`config.mk`:
```
export PLATFORM = sky130hd
export DESIGN_NAME = video_port_pin_control
export DESIGN_NICKNAME = d
export VERILOG_FILES = /design/src/rtl/video_pin_pkg.sv /design/src/rtl/pin_ctrl_if.sv /design/src/rtl/video_pin_mux.sv /design/src/rtl/video_port_pin_control.sv
export VERILOG_INCLUDE_DIRS = /design/src /design/src/rtl
export SDC_FILE = /design/constraint.sdc
export NUM_CORES = 1
export LEC_CHECK = 0
export BUFFER_PORTS_ARGS = -buffer_cell sky130_fd_sc_hd__buf_4
export CORE_MARGIN = 1
export CORE_UTILIZATION = 52
export DETAILED_ROUTE_END_ITERATION = 10
export PLACE_DENSITY = 0.88
export SYNTH_ARGS = -nofsm -noshare
export SYNTH_HDL_FRONTEND = slang
export SYNTH_SLANG_ARGS = --single-unit
```
`constraint.sdc`:
```
create_clock -name aclk -period 5.58 [get_ports aclk]
set_clock_uncertainty 0.1 [all_clocks]
set_input_delay 0.279 -clock aclk [delete_from_list [all_inputs] [get_ports aclk]]
set_output_delay 0.279 -clock aclk [all_outputs]
set_load 0.005 [all_outputs]
```
`src/rtl/video_pin_regs.svh`:
```
// Register indices, byte addresses, field positions and reset values
`ifndef VIDEO_PIN_REGS_SVH
`define VIDEO_PIN_REGS_SVH

// Register indices; byte address is four times the index
`define IDX_PM           12'h026
`define IDX_IO_STATUS    12'h050
`define IDX_IO_SEQ       12'h01E
`define IDX_SERIAL       12'h31C
`define IDX_MODE         12'h040
`define ADDR_PM          12'h098
`define ADDR_IO_STATUS   12'h140
`define ADDR_IO_SEQ      12'h078
`define ADDR_SERIAL      12'hC70
`define ADDR_MODE        12'h100

// Power-management field positions and the tristate code
`define PM_BLANK_LSB     0
`define PM_HSYNC_LSB     2
`define PM_VSYNC_LSB     4
`define PM_OFF_CODE      2'h3

// Serial clock and data control bits
`define SER_CLK_DRV_BIT  0
`define SER_DAT_DRV_BIT  1
`define SER_CLK_LVL_BIT  2
`define SEQ_GP_LSB       3
`define SEQ_CLK_DRV_BIT  5
`define SEQ_DAT_DRV_BIT  6

// Mode register fields
`define MODE_SEL_LSB     0
`define MODE_EXTCLK_BIT  2
`define MODE_MCLK_LSB    4
`define MODE_EVS_BIT     8

// Reset values
`define RST_PM           6'h00
`define RST_SER_DRV      1'h1
`define RST_MODE         2'h0
`define RST_MCLK         3'h0

// Bus responses
`define RESP_OKAY        2'h0
`define RESP_SLVERR      2'h2

`endif

```
`src/rtl/video_pin_pkg.sv`:
```
// Types shared by the video port pin control modules
package video_pin_pkg;

	// Video interface selection; one function per pin at a time
	typedef enum logic [1:0] {
		MODE_FEATURE    = 2'h0,
		MODE_MEDIA_PORT = 2'h1,
		MODE_DECODER16  = 2'h2,
		MODE_MPEG       = 2'h3
	} video_mode_type;

endpackage

```
`src/rtl/pin_ctrl_if.sv`:
```
// Control and status carried between the register block and the pin mux
`timescale 1ns/1ps
interface pin_ctrl_if;
	video_pin_pkg::video_mode_type video_mode;
	logic                          ext_clock_gen;
	logic [2:0]                    memory_clock_select;
	logic [5:0]                    pm_code;
	logic                          sck_release;
	logic                          sck_level;
	logic                          line_start;
	logic                          frame_start;

	modport ctrl (
		output video_mode,
		output ext_clock_gen,
		output memory_clock_select,
		output pm_code,
		output sck_release,
		input  sck_level,
		input  line_start,
		input  frame_start
	);

	modport mux (
		input  video_mode,
		input  ext_clock_gen,
		input  memory_clock_select,
		input  pm_code,
		input  sck_release,
		output sck_level,
		output line_start,
		output frame_start
	);
endinterface

```
`src/rtl/video_pin_mux.sv`:
```
// Pin direction, drive value and input sampling for the video port pins
`timescale 1ns/1ps
`include "video_pin_regs.svh"
module video_pin_mux (
	input  wire logic aclk,
	input  wire logic aresetn,
	pin_ctrl_if.mux   ctl,
	input  wire logic external_video_select,
	input  wire logic internal_blank_n,
	input  wire logic internal_hsync_n,
	input  wire logic internal_vsync_n,
	input  wire logic blank_line_pin_i,
	output wire logic blank_line_pin_o,
	output wire logic blank_line_pin_oe,
	output wire logic horiz_sync_pin_o,
	output wire logic horiz_sync_pin_oe,
	output wire logic vert_sync_pin_o,
	output wire logic vert_sync_pin_oe,
	input  wire logic frame_ref_or_clksel_pin_i,
	output wire logic frame_ref_or_clksel_pin_o,
	output wire logic frame_ref_or_clksel_pin_oe,
	input  wire logic serial_clock_pin_i,
	output wire logic serial_clock_pin_o,
	output wire logic serial_clock_pin_oe,
	output wire logic display_blank_n
);
	typedef struct packed {
		logic blank_o, blank_oe, hs_o, hs_oe, vs_o, vs_oe;
		logic fr_o, fr_oe, sck_oe, disp_n;
		logic blank_prev, frame_prev, line_start, frame_start, sck_level;
	} pin_state_type;

	pin_state_type s_reg;
	pin_state_type s_next;
	logic          fc;
	logic          dec;
	logic          low_active;

	// Active edge of a reference input; MPEG references are active low,
	// the media port and 16-bit decoder references active high
	function automatic logic edge_hit(input logic prev, input logic cur,
		input logic low);
		edge_hit = low ? (prev && !cur) : (!prev && cur);
	endfunction

	function automatic logic pm_on(input logic [5:0] pm, input int lsb);
		pm_on = pm[lsb +: 2] != `PM_OFF_CODE;
	endfunction

	always_comb begin
		fc = ctl.video_mode == video_pin_pkg::MODE_FEATURE;
		dec = ctl.video_mode == video_pin_pkg::MODE_DECODER16 ||
			ctl.video_mode == video_pin_pkg::MODE_MPEG;
		low_active = ctl.video_mode == video_pin_pkg::MODE_MPEG;
		s_next = s_reg;
		s_next.blank_o = internal_blank_n;
		s_next.blank_oe = fc && external_video_select &&
			pm_on(ctl.pm_code, `PM_BLANK_LSB);
		s_next.disp_n = (fc && !external_video_select) ?
			blank_line_pin_i : internal_blank_n;
		s_next.hs_o = internal_hsync_n;
		s_next.hs_oe = (fc && external_video_select &&
			pm_on(ctl.pm_code, `PM_HSYNC_LSB)) || dec;
		s_next.vs_o = internal_vsync_n;
		s_next.vs_oe = (fc && external_video_select &&
			pm_on(ctl.pm_code, `PM_VSYNC_LSB)) || dec;
		s_next.fr_oe = ctl.ext_clock_gen;
		s_next.fr_o = ctl.memory_clock_select[1];
		s_next.sck_oe = !ctl.sck_release;
		s_next.sck_level = serial_clock_pin_i;
		s_next.blank_prev = blank_line_pin_i;
		s_next.frame_prev = frame_ref_or_clksel_pin_i;
		s_next.line_start = !fc && edge_hit(s_reg.blank_prev,
			blank_line_pin_i, low_active);
		s_next.frame_start = !fc && !ctl.ext_clock_gen &&
			edge_hit(s_reg.frame_prev, frame_ref_or_clksel_pin_i,
			low_active);
		if (!aresetn) begin
			s_next = '0;
			s_next.hs_o = 1'b1;
			s_next.vs_o = 1'b1;
		end
	end

	always_ff @(posedge aclk) begin
		s_reg <= s_next;
	end

	assign blank_line_pin_o           = s_reg.blank_o;
	assign blank_line_pin_oe          = s_reg.blank_oe;
	assign horiz_sync_pin_o           = s_reg.hs_o;
	assign horiz_sync_pin_oe          = s_reg.hs_oe;
	assign vert_sync_pin_o            = s_reg.vs_o;
	assign vert_sync_pin_oe           = s_reg.vs_oe;
	assign frame_ref_or_clksel_pin_o  = s_reg.fr_o;
	assign frame_ref_or_clksel_pin_oe = s_reg.fr_oe;
	// Open drain: the pin is only ever pulled low
	assign serial_clock_pin_o         = 1'b0;
	assign serial_clock_pin_oe        = s_reg.sck_oe;
	assign display_blank_n            = s_reg.disp_n;
	assign ctl.sck_level              = s_reg.sck_level;
	assign ctl.line_start             = s_reg.line_start;
	assign ctl.frame_start            = s_reg.frame_start;
endmodule

```
`src/rtl/video_port_pin_control.sv`:
```
// Video port pin control with its AXI4-Lite register slave
`timescale 1ns/1ps
`include "video_pin_regs.svh"
// Operation
// - Feature mode, select high: blank pin driven unless its field is 11.
// - Select low: the blank pin is an input that gates the display.
// - Media port, 16-bit decoder or MPEG: blank pin marks a new scanline.
// - Feature mode: hsync driven only with select high and field not 11.
// - Feature mode: vsync driven only with select high and field not 11.
// - Both sync outputs are driven whenever a decoder interface is selected.
// - External clock generator: frame pin drives memory clock select bit 1.
// - Internal clock generator, outside feature mode: the frame pin is a frame start input.
// - Clock pin level reads at bit 2 of serial and I/O status registers.
// - Clock drive follows serial bit 0 or sequencer bit 5, last write wins.
// - Select high lets the device drive feature pins; low tristates them.
module video_port_pin_control #(
	parameter int ADDR_W = 12
) (
	input  wire logic              aclk,
	input  wire logic              aresetn,
	input  wire logic [ADDR_W-1:0] s_axi_awaddr,
	input  wire logic [2:0]        s_axi_awprot,
	input  wire logic              s_axi_awvalid,
	output wire logic              s_axi_awready,
	input  wire logic [31:0]       s_axi_wdata,
	input  wire logic [3:0]        s_axi_wstrb,
	input  wire logic              s_axi_wvalid,
	output wire logic              s_axi_wready,
	output wire logic [1:0]        s_axi_bresp,
	output wire logic              s_axi_bvalid,
	input  wire logic              s_axi_bready,
	input  wire logic [ADDR_W-1:0] s_axi_araddr,
	input  wire logic [2:0]        s_axi_arprot,
	input  wire logic              s_axi_arvalid,
	output wire logic              s_axi_arready,
	output wire logic [31:0]       s_axi_rdata,
	output wire logic [1:0]        s_axi_rresp,
	output wire logic              s_axi_rvalid,
	input  wire logic              s_axi_rready,
	input  wire logic              external_video_select,
	input  wire logic              internal_blank_n,
	input  wire logic              internal_hsync_n,
	input  wire logic              internal_vsync_n,
	input  wire logic              blank_line_pin_i,
	output wire logic              blank_line_pin_o,
	output wire logic              blank_line_pin_oe,
	output wire logic              horiz_sync_pin_o,
	output wire logic              horiz_sync_pin_oe,
	output wire logic              vert_sync_pin_o,
	output wire logic              vert_sync_pin_oe,
	input  wire logic              frame_ref_or_clksel_pin_i,
	output wire logic              frame_ref_or_clksel_pin_o,
	output wire logic              frame_ref_or_clksel_pin_oe,
	input  wire logic              serial_clock_pin_i,
	output wire logic              serial_clock_pin_o,
	output wire logic              serial_clock_pin_oe,
	output wire logic              display_blank_n,
	output wire logic              line_start,
	output wire logic              frame_start
);
	////////////////////////////////////////////////////////////////////
	typedef struct packed {
		logic                          awready;
		logic                          aw_full;
		logic [ADDR_W-1:0]             aw_addr;
		logic                          wready;
		logic                          w_full;
		logic [7:0]                    w_byte;
		logic                          w_lane;
		logic                          bvalid;
		logic [1:0]                    bresp;
		logic                          arready;
		logic                          rvalid;
		logic [31:0]                   rdata;
		logic [1:0]                    rresp;
		logic [5:0]                    pm;
		logic                          clk_drv;
		logic                          dat_drv;
		logic [1:0]                    gp;
		video_pin_pkg::video_mode_type mode;
		logic                          ext_clk;
		logic [2:0]                    mclk;
	} bus_state_type;

	bus_state_type s_reg;
	bus_state_type s_next;
	logic          write_fire;
	logic          read_fire;
	pin_ctrl_if    ctl();

	////////////////////////////////////////////////////////////////////
	function automatic logic is_mapped(input logic [ADDR_W-1:0] a);
		case (a)
			`ADDR_PM, `ADDR_IO_STATUS, `ADDR_IO_SEQ, `ADDR_SERIAL,
			`ADDR_MODE: is_mapped = 1'b1;
			default: is_mapped = 1'b0;
		endcase
	endfunction

	// Status is the pin as seen last cycle, not the programmed value,
	// so software sees a slave device stretching the clock low
	function automatic logic [31:0] read_word(
		input logic [ADDR_W-1:0] a,
		input bus_state_type     st,
		input logic              lvl,
		input logic              evs
	);
		logic [31:0] d;
		d = 32'h0000_0000;
		case (a)
			`ADDR_PM: begin
				d[5:0] = st.pm;
			end
			`ADDR_IO_STATUS: begin
				d[`SER_CLK_LVL_BIT] = lvl;
			end
			`ADDR_IO_SEQ: begin
				d[`SEQ_GP_LSB +: 2] = st.gp;
				d[`SEQ_CLK_DRV_BIT] = st.clk_drv;
				d[`SEQ_DAT_DRV_BIT] = st.dat_drv;
			end
			`ADDR_SERIAL: begin
				d[`SER_CLK_DRV_BIT] = st.clk_drv;
				d[`SER_DAT_DRV_BIT] = st.dat_drv;
				d[`SER_CLK_LVL_BIT] = lvl;
			end
			`ADDR_MODE: begin
				d[`MODE_SEL_LSB +: 2] = st.mode;
				d[`MODE_EXTCLK_BIT] = st.ext_clk;
				d[`MODE_MCLK_LSB +: 3] = st.mclk;
				d[`MODE_EVS_BIT] = evs;
			end
			default: begin
				d = 32'h0000_0000;
			end
		endcase
		read_word = d;
	endfunction

	////////////////////////////////////////////////////////////////////
	always_comb begin
		s_next = s_reg;
		write_fire = 1'b0;
		read_fire = s_reg.arready && s_axi_arvalid;
		if (s_reg.awready && s_axi_awvalid) begin
			s_next.aw_full = 1'b1;
			s_next.aw_addr = s_axi_awaddr;
		end
		if (s_reg.wready && s_axi_wvalid) begin
			s_next.w_full = 1'b1;
			s_next.w_byte = s_axi_wdata[7:0];
			s_next.w_lane = s_axi_wstrb[0];
		end
		if (s_reg.bvalid && s_axi_bready) begin
			s_next.bvalid = 1'b0;
		end
		// Address and data may arrive in either order; the write is done
		// once both are held and the previous response has been taken
		if (s_next.aw_full && s_next.w_full && !s_next.bvalid) begin
			write_fire = 1'b1;
			s_next.aw_full = 1'b0;
			s_next.w_full = 1'b0;
			s_next.bvalid = 1'b1;
			s_next.bresp = is_mapped(s_next.aw_addr) ?
				`RESP_OKAY : `RESP_SLVERR;
			if (s_next.w_lane) begin
				case (s_next.aw_addr)
					`ADDR_PM: begin
						s_next.pm = s_next.w_byte[5:0];
					end
					`ADDR_SERIAL: begin
						s_next.clk_drv = s_next.w_byte[`SER_CLK_DRV_BIT];
						s_next.dat_drv = s_next.w_byte[`SER_DAT_DRV_BIT];
					end
					`ADDR_IO_SEQ: begin
						s_next.gp = s_next.w_byte[`SEQ_GP_LSB +: 2];
						s_next.clk_drv = s_next.w_byte[`SEQ_CLK_DRV_BIT];
						s_next.dat_drv = s_next.w_byte[`SEQ_DAT_DRV_BIT];
					end
					`ADDR_MODE: begin
						s_next.mode = video_pin_pkg::video_mode_type'(
							s_next.w_byte[`MODE_SEL_LSB +: 2]);
						s_next.ext_clk = s_next.w_byte[`MODE_EXTCLK_BIT];
						s_next.mclk = s_next.w_byte[`MODE_MCLK_LSB +: 3];
					end
					default: begin
						s_next.pm = s_reg.pm;
					end
				endcase
			end
		end
		s_next.awready = !s_next.aw_full && !s_next.bvalid;
		s_next.wready = !s_next.w_full && !s_next.bvalid;
		if (s_reg.rvalid && s_axi_rready) begin
			s_next.rvalid = 1'b0;
		end
		if (read_fire) begin
			s_next.rvalid = 1'b1;
			s_next.rdata = read_word(s_axi_araddr, s_reg,
				ctl.sck_level, external_video_select);
			s_next.rresp = is_mapped(s_axi_araddr) ?
				`RESP_OKAY : `RESP_SLVERR;
		end
		s_next.arready = !s_next.rvalid;
		if (!aresetn) begin
			s_next = '0;
			s_next.pm = `RST_PM;
			s_next.clk_drv = `RST_SER_DRV;
			s_next.dat_drv = `RST_SER_DRV;
			s_next.mode = video_pin_pkg::video_mode_type'(`RST_MODE);
			s_next.mclk = `RST_MCLK;
		end
	end

	always_ff @(posedge aclk) begin
		s_reg <= s_next;
	end

	////////////////////////////////////////////////////////////////////
	assign s_axi_awready = s_reg.awready;
	assign s_axi_wready  = s_reg.wready;
	assign s_axi_bvalid  = s_reg.bvalid;
	assign s_axi_bresp   = s_reg.bresp;
	assign s_axi_arready = s_reg.arready;
	assign s_axi_rvalid  = s_reg.rvalid;
	assign s_axi_rdata   = s_reg.rdata;
	assign s_axi_rresp   = s_reg.rresp;

	assign ctl.video_mode          = s_reg.mode;
	assign ctl.ext_clock_gen       = s_reg.ext_clk;
	assign ctl.memory_clock_select = s_reg.mclk;
	assign ctl.pm_code             = s_reg.pm;
	assign ctl.sck_release         = s_reg.clk_drv;
	assign line_start              = ctl.line_start;
	assign frame_start             = ctl.frame_start;

	video_pin_mux u_mux (
		.aclk                       (aclk),
		.aresetn                    (aresetn),
		.ctl                        (ctl.mux),
		.external_video_select      (external_video_select),
		.internal_blank_n           (internal_blank_n),
		.internal_hsync_n           (internal_hsync_n),
		.internal_vsync_n           (internal_vsync_n),
		.blank_line_pin_i           (blank_line_pin_i),
		.blank_line_pin_o           (blank_line_pin_o),
		.blank_line_pin_oe          (blank_line_pin_oe),
		.horiz_sync_pin_o           (horiz_sync_pin_o),
		.horiz_sync_pin_oe          (horiz_sync_pin_oe),
		.vert_sync_pin_o            (vert_sync_pin_o),
		.vert_sync_pin_oe           (vert_sync_pin_oe),
		.frame_ref_or_clksel_pin_i  (frame_ref_or_clksel_pin_i),
		.frame_ref_or_clksel_pin_o  (frame_ref_or_clksel_pin_o),
		.frame_ref_or_clksel_pin_oe (frame_ref_or_clksel_pin_oe),
		.serial_clock_pin_i         (serial_clock_pin_i),
		.serial_clock_pin_o         (serial_clock_pin_o),
		.serial_clock_pin_oe        (serial_clock_pin_oe),
		.display_blank_n            (display_blank_n)
	);
endmodule

```
== Word level (Yosys, flattened, before mapping) ==
Index checks and enable logic that the tools add are counted.
Cells by class
  equality and inequality tests: 15
  muxes and demuxes: 24
  reduce and logical (&&, ||, !) cells: 46
Operators by type and width (number)
  equality test 12 x 9 -> 1 bit (second input constant): 4
  two-way mux 35 bit: 1
  equality test 12 bit (second input constant): 2
  equality test 12 x 7 -> 1 bit (second input constant): 2
  equality test 12 x 8 -> 1 bit (second input constant): 2
  logical AND 1 bit: 21
  logical NOT 1 bit: 13
  two-way mux 13 bit: 1
  two-way mux 1 bit: 12
  one-hot mux 2 bit (3 select lines): 2
  AND reduction 3 bit: 4
  two-way mux 10 bit: 1
  OR reduction 5 bit: 2
  != test 2 bit (second input constant): 3
  equality test 2 bit (second input constant): 2
  two-way mux 2 bit: 2
  one-hot mux 1 bit (2 select lines): 2
  one-hot mux 2 bit (2 select lines): 1
  logical OR 1 bit: 3
  two-way mux 3 bit: 1
  one-hot mux 1 bit (3 select lines): 1
  logical NOT 2 bit: 1
  nonzero test 2 bit: 1
  OR reduction 2 bit: 1
Storage, ports and cells
  register bits after elaboration: 71
  input bits: 80
  logic and storage cells: 121

== Logic depth before layout (Yosys ltp) ==
  depth after elaboration: 10
  gate-level depth with buffers: 8
  mapped depth without buffers: 6

== Cells and area by module ==
A second synthesis with hierarchy kept.
Unflattened totals
  cells, all modules: 348
  area total of the unflattened synthesis: 3236.9 sq um
By module, submodules not included
  video_port_pin_control: instances 1, cells an instance 300, area each 2677.6 sq um, seq. area each 1061.0 sq um
  video_pin_mux: instances 1, cells an instance 48, area each 559.3 sq um, seq. area each 300.3 sq um

== Worst setup path before layout ==
OpenSTA, ideal clock, no wires.
  path kind: reg-to-reg
  start: register s_reg, in the netlist s_axi_awready
  end: register s_reg, in the netlist ctl.sck_release
  data arrival time: 1650 ps
  data required time: 5354 ps
  slack: 3704 ps
  cell stages (with the launch flop): 8
  period minus slack after synthesis: 1876 ps
  path through: dfxtp_1 > buf_6 > and4bb_1 > a22oi_2 > or2_2 > a211oi_2 > mux2i_1 > nand2_1
Between the ends
  word-level cells in the longest chain between the ends: 5
RTL lines
  start: declaration: RTL line video_port_pin_control.sv:85  | bus_state_type s_reg;
  start signal: assignment: RTL line video_port_pin_control.sv:216  | s_reg <= s_next;
  logical AND 1 bit (*): RTL line video_port_pin_control.sv:145  | if (s_reg.awready && s_axi_awvalid) begin
  two-way mux 13 bit (*): RTL line video_port_pin_control.sv:145
  equality test 12 x 7 -> 1 bit, or another cell as far along: RTL line video_port_pin_control.sv:167  | case (s_next.aw_addr)
  nonzero test 2 bit (no source line) / logical AND 1 bit (equally long branches)
  AND reduction 3 bit (no source line)
Mark *: on every way between the ends. The rest lies on a longest branch, timed or not.
A chain may end at the register's enable or synchronous reset.

== Worst setup path in the final report ==
Ends and elaborated chain as after synthesis.

==> report_table.html <==
<table>
<tr><th>Metric</th><th>Value</th></tr>
<tr><th colspan="2">Status</th></tr>
<tr><td>Outcome</td><td>complete, no violations</td></tr>
<tr><th colspan="2">Routing</th></tr>
<tr><td>Routed WL</td><td>7630 um</td></tr>
<tr><td>Average wire length per cell after detail routing</td><td>15.1 um</td></tr>
<tr><td>Detailed-route vias per instance</td><td>5.51</td></tr>
<tr><td>Post-DRT Antenna Nets</td><td>0</td></tr>
<tr><td>First-pass iteration count of the detailed router</td><td>5</td></tr>
<tr><td>Number of DRC markers in iteration 0</td><td>195</td></tr>
<tr><td>Post-route DRC</td><td>0</td></tr>
<tr><td>Vias</td><td>2,777</td></tr>
<tr><th colspan="2">Layout</th></tr>
<tr><td>Post-Route Utilization</td><td>64.8%</td></tr>
<tr><td>Area of the multi-input gates</td><td>1680 sq um</td></tr>
<tr><td>Synth-to-Final Area Change</td><td>16.8%</td></tr>
<tr><td># fillers</td><td>490</td></tr>
<tr><td>Share of cells above drive strength 1</td><td>26.1%</td></tr>
<tr><td>Antenna fix cells</td><td>0</td></tr>
<tr><td>Largest register FFs</td><td>25</td></tr>
<tr><td>Sequential Area</td><td>1360 sq um</td></tr>
<tr><td>Final nets</td><td>506</td></tr>
<tr><td>Final standard cell area without fillers</td><td>3930 sq um</td></tr>
<tr><th colspan="2">Critical path</th></tr>
<tr><td>Required time of the critical path</td><td>5.70 ns</td></tr>
<tr><td>Startpoint class of the critical path</td><td>register</td></tr>
<tr><td>Worst path arrival time</td><td>2.40 ns</td></tr>
<tr><td>Worst Setup Path Type</td><td>register to register</td></tr>
<tr><td>Critical path capture point type</td><td>register</td></tr>
<tr><td>Max Fanout on Critical Path</td><td>16</td></tr>
<tr><th colspan="2">Synth</th></tr>
<tr><td>Distinct cells, synth</td><td>63</td></tr>
<tr><td>Most repeated cell in the gate-level netlist after synthesis</td><td>dfxtp_1</td></tr>
<tr><td>Number of warnings issued by yosys</td><td>0</td></tr>
<tr><td>Synth top area share</td><td>40.5%</td></tr>
<tr><td>Average cell area after synthesis</td><td>9.08 sq um</td></tr>
<tr><td>Post-Synthesis Cell Area</td><td>3360 sq um</td></tr>
<tr><td>Dominant cells by area after synthesis</td><td>dfxtp_1, buf_4, mux2i_1, nand2_1, a21oi_1</td></tr>
<tr><td>Cell accounting for the most synthesized area</td><td>dfxtp_1</td></tr>
<tr><td>Post-Synthesis Cells</td><td>370</td></tr>
<tr><td>Number of register bits inferred by synthesis</td><td>68</td></tr>
<tr><td>Count of flip-flops with a built-in enable after synthesis</td><td>0</td></tr>
<tr><td>Share of synthesized registers carrying an async set or reset</td><td>0%</td></tr>
<tr><td>Leading post-synthesis cells by instance count</td><td>dfxtp_1, nand2_1, buf_4, nor2_1</td></tr>
<tr><td>Sequential element share of the synthesized area</td><td>40.5%</td></tr>
<tr><td>Dominant synthesized flop cell</td><td>dfxtp_1</td></tr>
<tr><th colspan="2">Timing</th></tr>
<tr><td>Achievable frequency</td><td>439 MHz</td></tr>
<tr><td>Setup WS post-layout</td><td>3.30 ns</td></tr>
<tr><td>Number of max-slew violations in the final report</td><td>0</td></tr>
<tr><td>Setup TNS after final layout</td><td>0 ns</td></tr>
<tr><td>Tightest slew margin relative to the limit</td><td>56.9%</td></tr>
<tr><td>Minimum clock period</td><td>2.28 ns</td></tr>
<tr><td>Number of failing setup endpoints in the final timing report</td><td>0</td></tr>
<tr><td>Part of the cycle the worst path needs</td><td>40.9%</td></tr>
<tr><td>Pin slew with the least headroom to its limit</td><td>0.637 ns</td></tr>
<tr><td>Setup repair after global routing missed its margin</td><td>false</td></tr>
<tr><td>Number of hold violations in the final report</td><td>0</td></tr>
<tr><th colspan="2">GRT</th></tr>
<tr><td>First-pass GRT wire length</td><td>12,100 um</td></tr>
<tr><td>Overall track demand over capacity in global routing</td><td>24.7%</td></tr>
<tr><td>Number of antenna violations at the first check in global routing</td><td>0</td></tr>
<tr><td>Overall overflow remaining after global route</td><td>0</td></tr>
<tr><td>Pin count of the biggest net entering global routing</td><td>33</td></tr>
<tr><td>Vias in the first global route</td><td>2,611</td></tr>
<tr><th colspan="2">CTS</th></tr>
<tr><td>Number of gates resized after CTS</td><td>0</td></tr>
<tr><td>H-tree depth</td><td>3</td></tr>
<tr><td>Total of hold buffers inserted after clock tree synthesis</td><td>0</td></tr>
<tr><td>CTS buffer count</td><td>9</td></tr>
<tr><td>Clock Path Buffers</td><td>2</td></tr>
<tr><td>Clock latency on the worst-skew pair</td><td>0.34 ns</td></tr>
<tr><td>Count of clock tree sinks</td><td>68</td></tr>
<tr><td>Root buf cell</td><td>clkbuf_8</td></tr>
<tr><td>Clk pin slew, worst setup/hold paths</td><td>0.07 ns</td></tr>
<tr><td>CTS tree</td><td>done</td></tr>
<tr><td>Setup repair bufs after CTS</td><td>0</td></tr>
<tr><th colspan="2">Floorplan</th></tr>
<tr><td>Row count</td><td>28</td></tr>
<tr><td>Io pins</td><td>134</td></tr>
<tr><td>Die Height</td><td>82.4 um</td></tr>
<tr><td>Core Area</td><td>6060 sq um</td></tr>
<tr><td>Initial core utilization</td><td>55.5%</td></tr>
<tr><td>Die Wd</td><td>82.4 um</td></tr>
<tr><td>Total die area</td><td>6790 sq um</td></tr>
<tr><th colspan="2">Place</th></tr>
<tr><td>Routability-driven placement congestion ratio</td><td>0.879</td></tr>
<tr><td>Placed Instance Area</td><td>3730 sq um</td></tr>
<tr><td>Count of buffers inserted at the top-level ports</td><td>72</td></tr>
<tr><td>Post-placement worst setup slack</td><td>3.31 ns</td></tr>
<tr><td>Half-perimeter wire length of the detailed placement result</td><td>5450 um</td></tr>
<tr><th colspan="2">Job</th></tr>
<tr><td>Max-cap check violation count</td><td>0</td></tr>
<tr><th colspan="2">Pwr</th></tr>
<tr><td>PwrDens</td><td>267 nW/um^2</td></tr>
<tr><td>Final total power</td><td>1.05 mW</td></tr>
<tr><td>Peak ir drop on the vdd network</td><td>0.213 mV</td></tr>
<tr><td>Standby leakage power</td><td>1.81 nW</td></tr>
<tr><th colspan="2">Worst hold path</th></tr>
<tr><td>HP Class</td><td>input pin to register</td></tr>
</table>
-- layout by cell type (no fill, tap or decap), types with 2 or more instances in the layout --
cell type and instances:
buf_4 73, dfxtp_1 68, nand2_1 51, conb_1 27, nor2_1 26, a21oi_1 23, mux2i_1 23, inv_1 13
nor3_1 12, and2_1 11, clkbuf_8 11, mux2_2 6, and3_1 5, nand2b_1 5, o21ai_0 5, nand4_1 4
a211oi_2 4, o211a_1 4, nand3_1 3, nor2b_1 2, nand4b_1 2, nor3b_1 2, and4b_1 2, a221oi_1 2
o211ai_1 2, a22o_1 2, a211o_1 2, a222oi_1 2, a32o_1 2
-- layout make-up --
class                   count  area share, %
clock buffers              12           3.95
clock inverters             2          0.893
inverters                  14           1.34
multi-input cells         260           42.8
flip-flops and latches     68           34.7
well taps                  75           2.39
repair buffers             73           14.0
-- routing by layer --
layer	routed length, um	track usage [%]
met1	3120	28.8
met2	3770	40.2
met3	472	5.71
met4	273	16.7
met5	0	0
-- logic make-up (layout without fill, tap and decap cells) --
logic type	after synthesis	after routing	synth area share, %
DFF	68	68	40.5
xor gates and xnor gates	1	1	0.261
AOI/OAI and AO/OA	60	60	13.8
muxes	30	30	9.53
buffers and inverters	68	101	12.4
other	1	27	0.112
and+or+nand+nor	142	142	23.3
-- final timing paths --
path | start | endpoint | slack [ns] | depth (start not counted)
worst min-delay path | internal_vsync_n | u_mux.vert_sync_pin_o | 0.01 | 2
worst max-delay path | s_axi_awready | ctl.sck_release | 3.30 | 6
worst max register to register | s_axi_awready | ctl.sck_release | 3.30 | 6
worst min register to register | s_reg[67] | s_reg[67] | 0.36 | 2
-- report_power, final --
| group | switching, mW | total [mW] | internal (mW) |
|---|---|---|---|
| registers | 0.0139 | 0.518 | 0.504 |
| logic | 0.0703 | 0.132 | 0.0618 |
| clock network | 0.171 | 0.397 | 0.225 |
-- worst max-delay path: stages, from the launching register on --
cell and delay [ns]:
dfxtp_1 0.60, nand2_4 0.23, mux2i_4 0.28, or2_2 0.32, a211oi_2 0.32, mux2i_1 0.24
nand2_1 0.07
-- stage by stage --
| step | hold WS, ns | instances |
|---|---|---|
| global placement | 0.339 | 490 |
| CTS | 0.00871 | 504 |
| global route | 0.0151 | 504 |
| floorplan | 0.280 | 396 |
| finish | 0.0148 | 504 |
| detailed placement | 0.355 | 490 |
(Power assumes the default switching activity.)
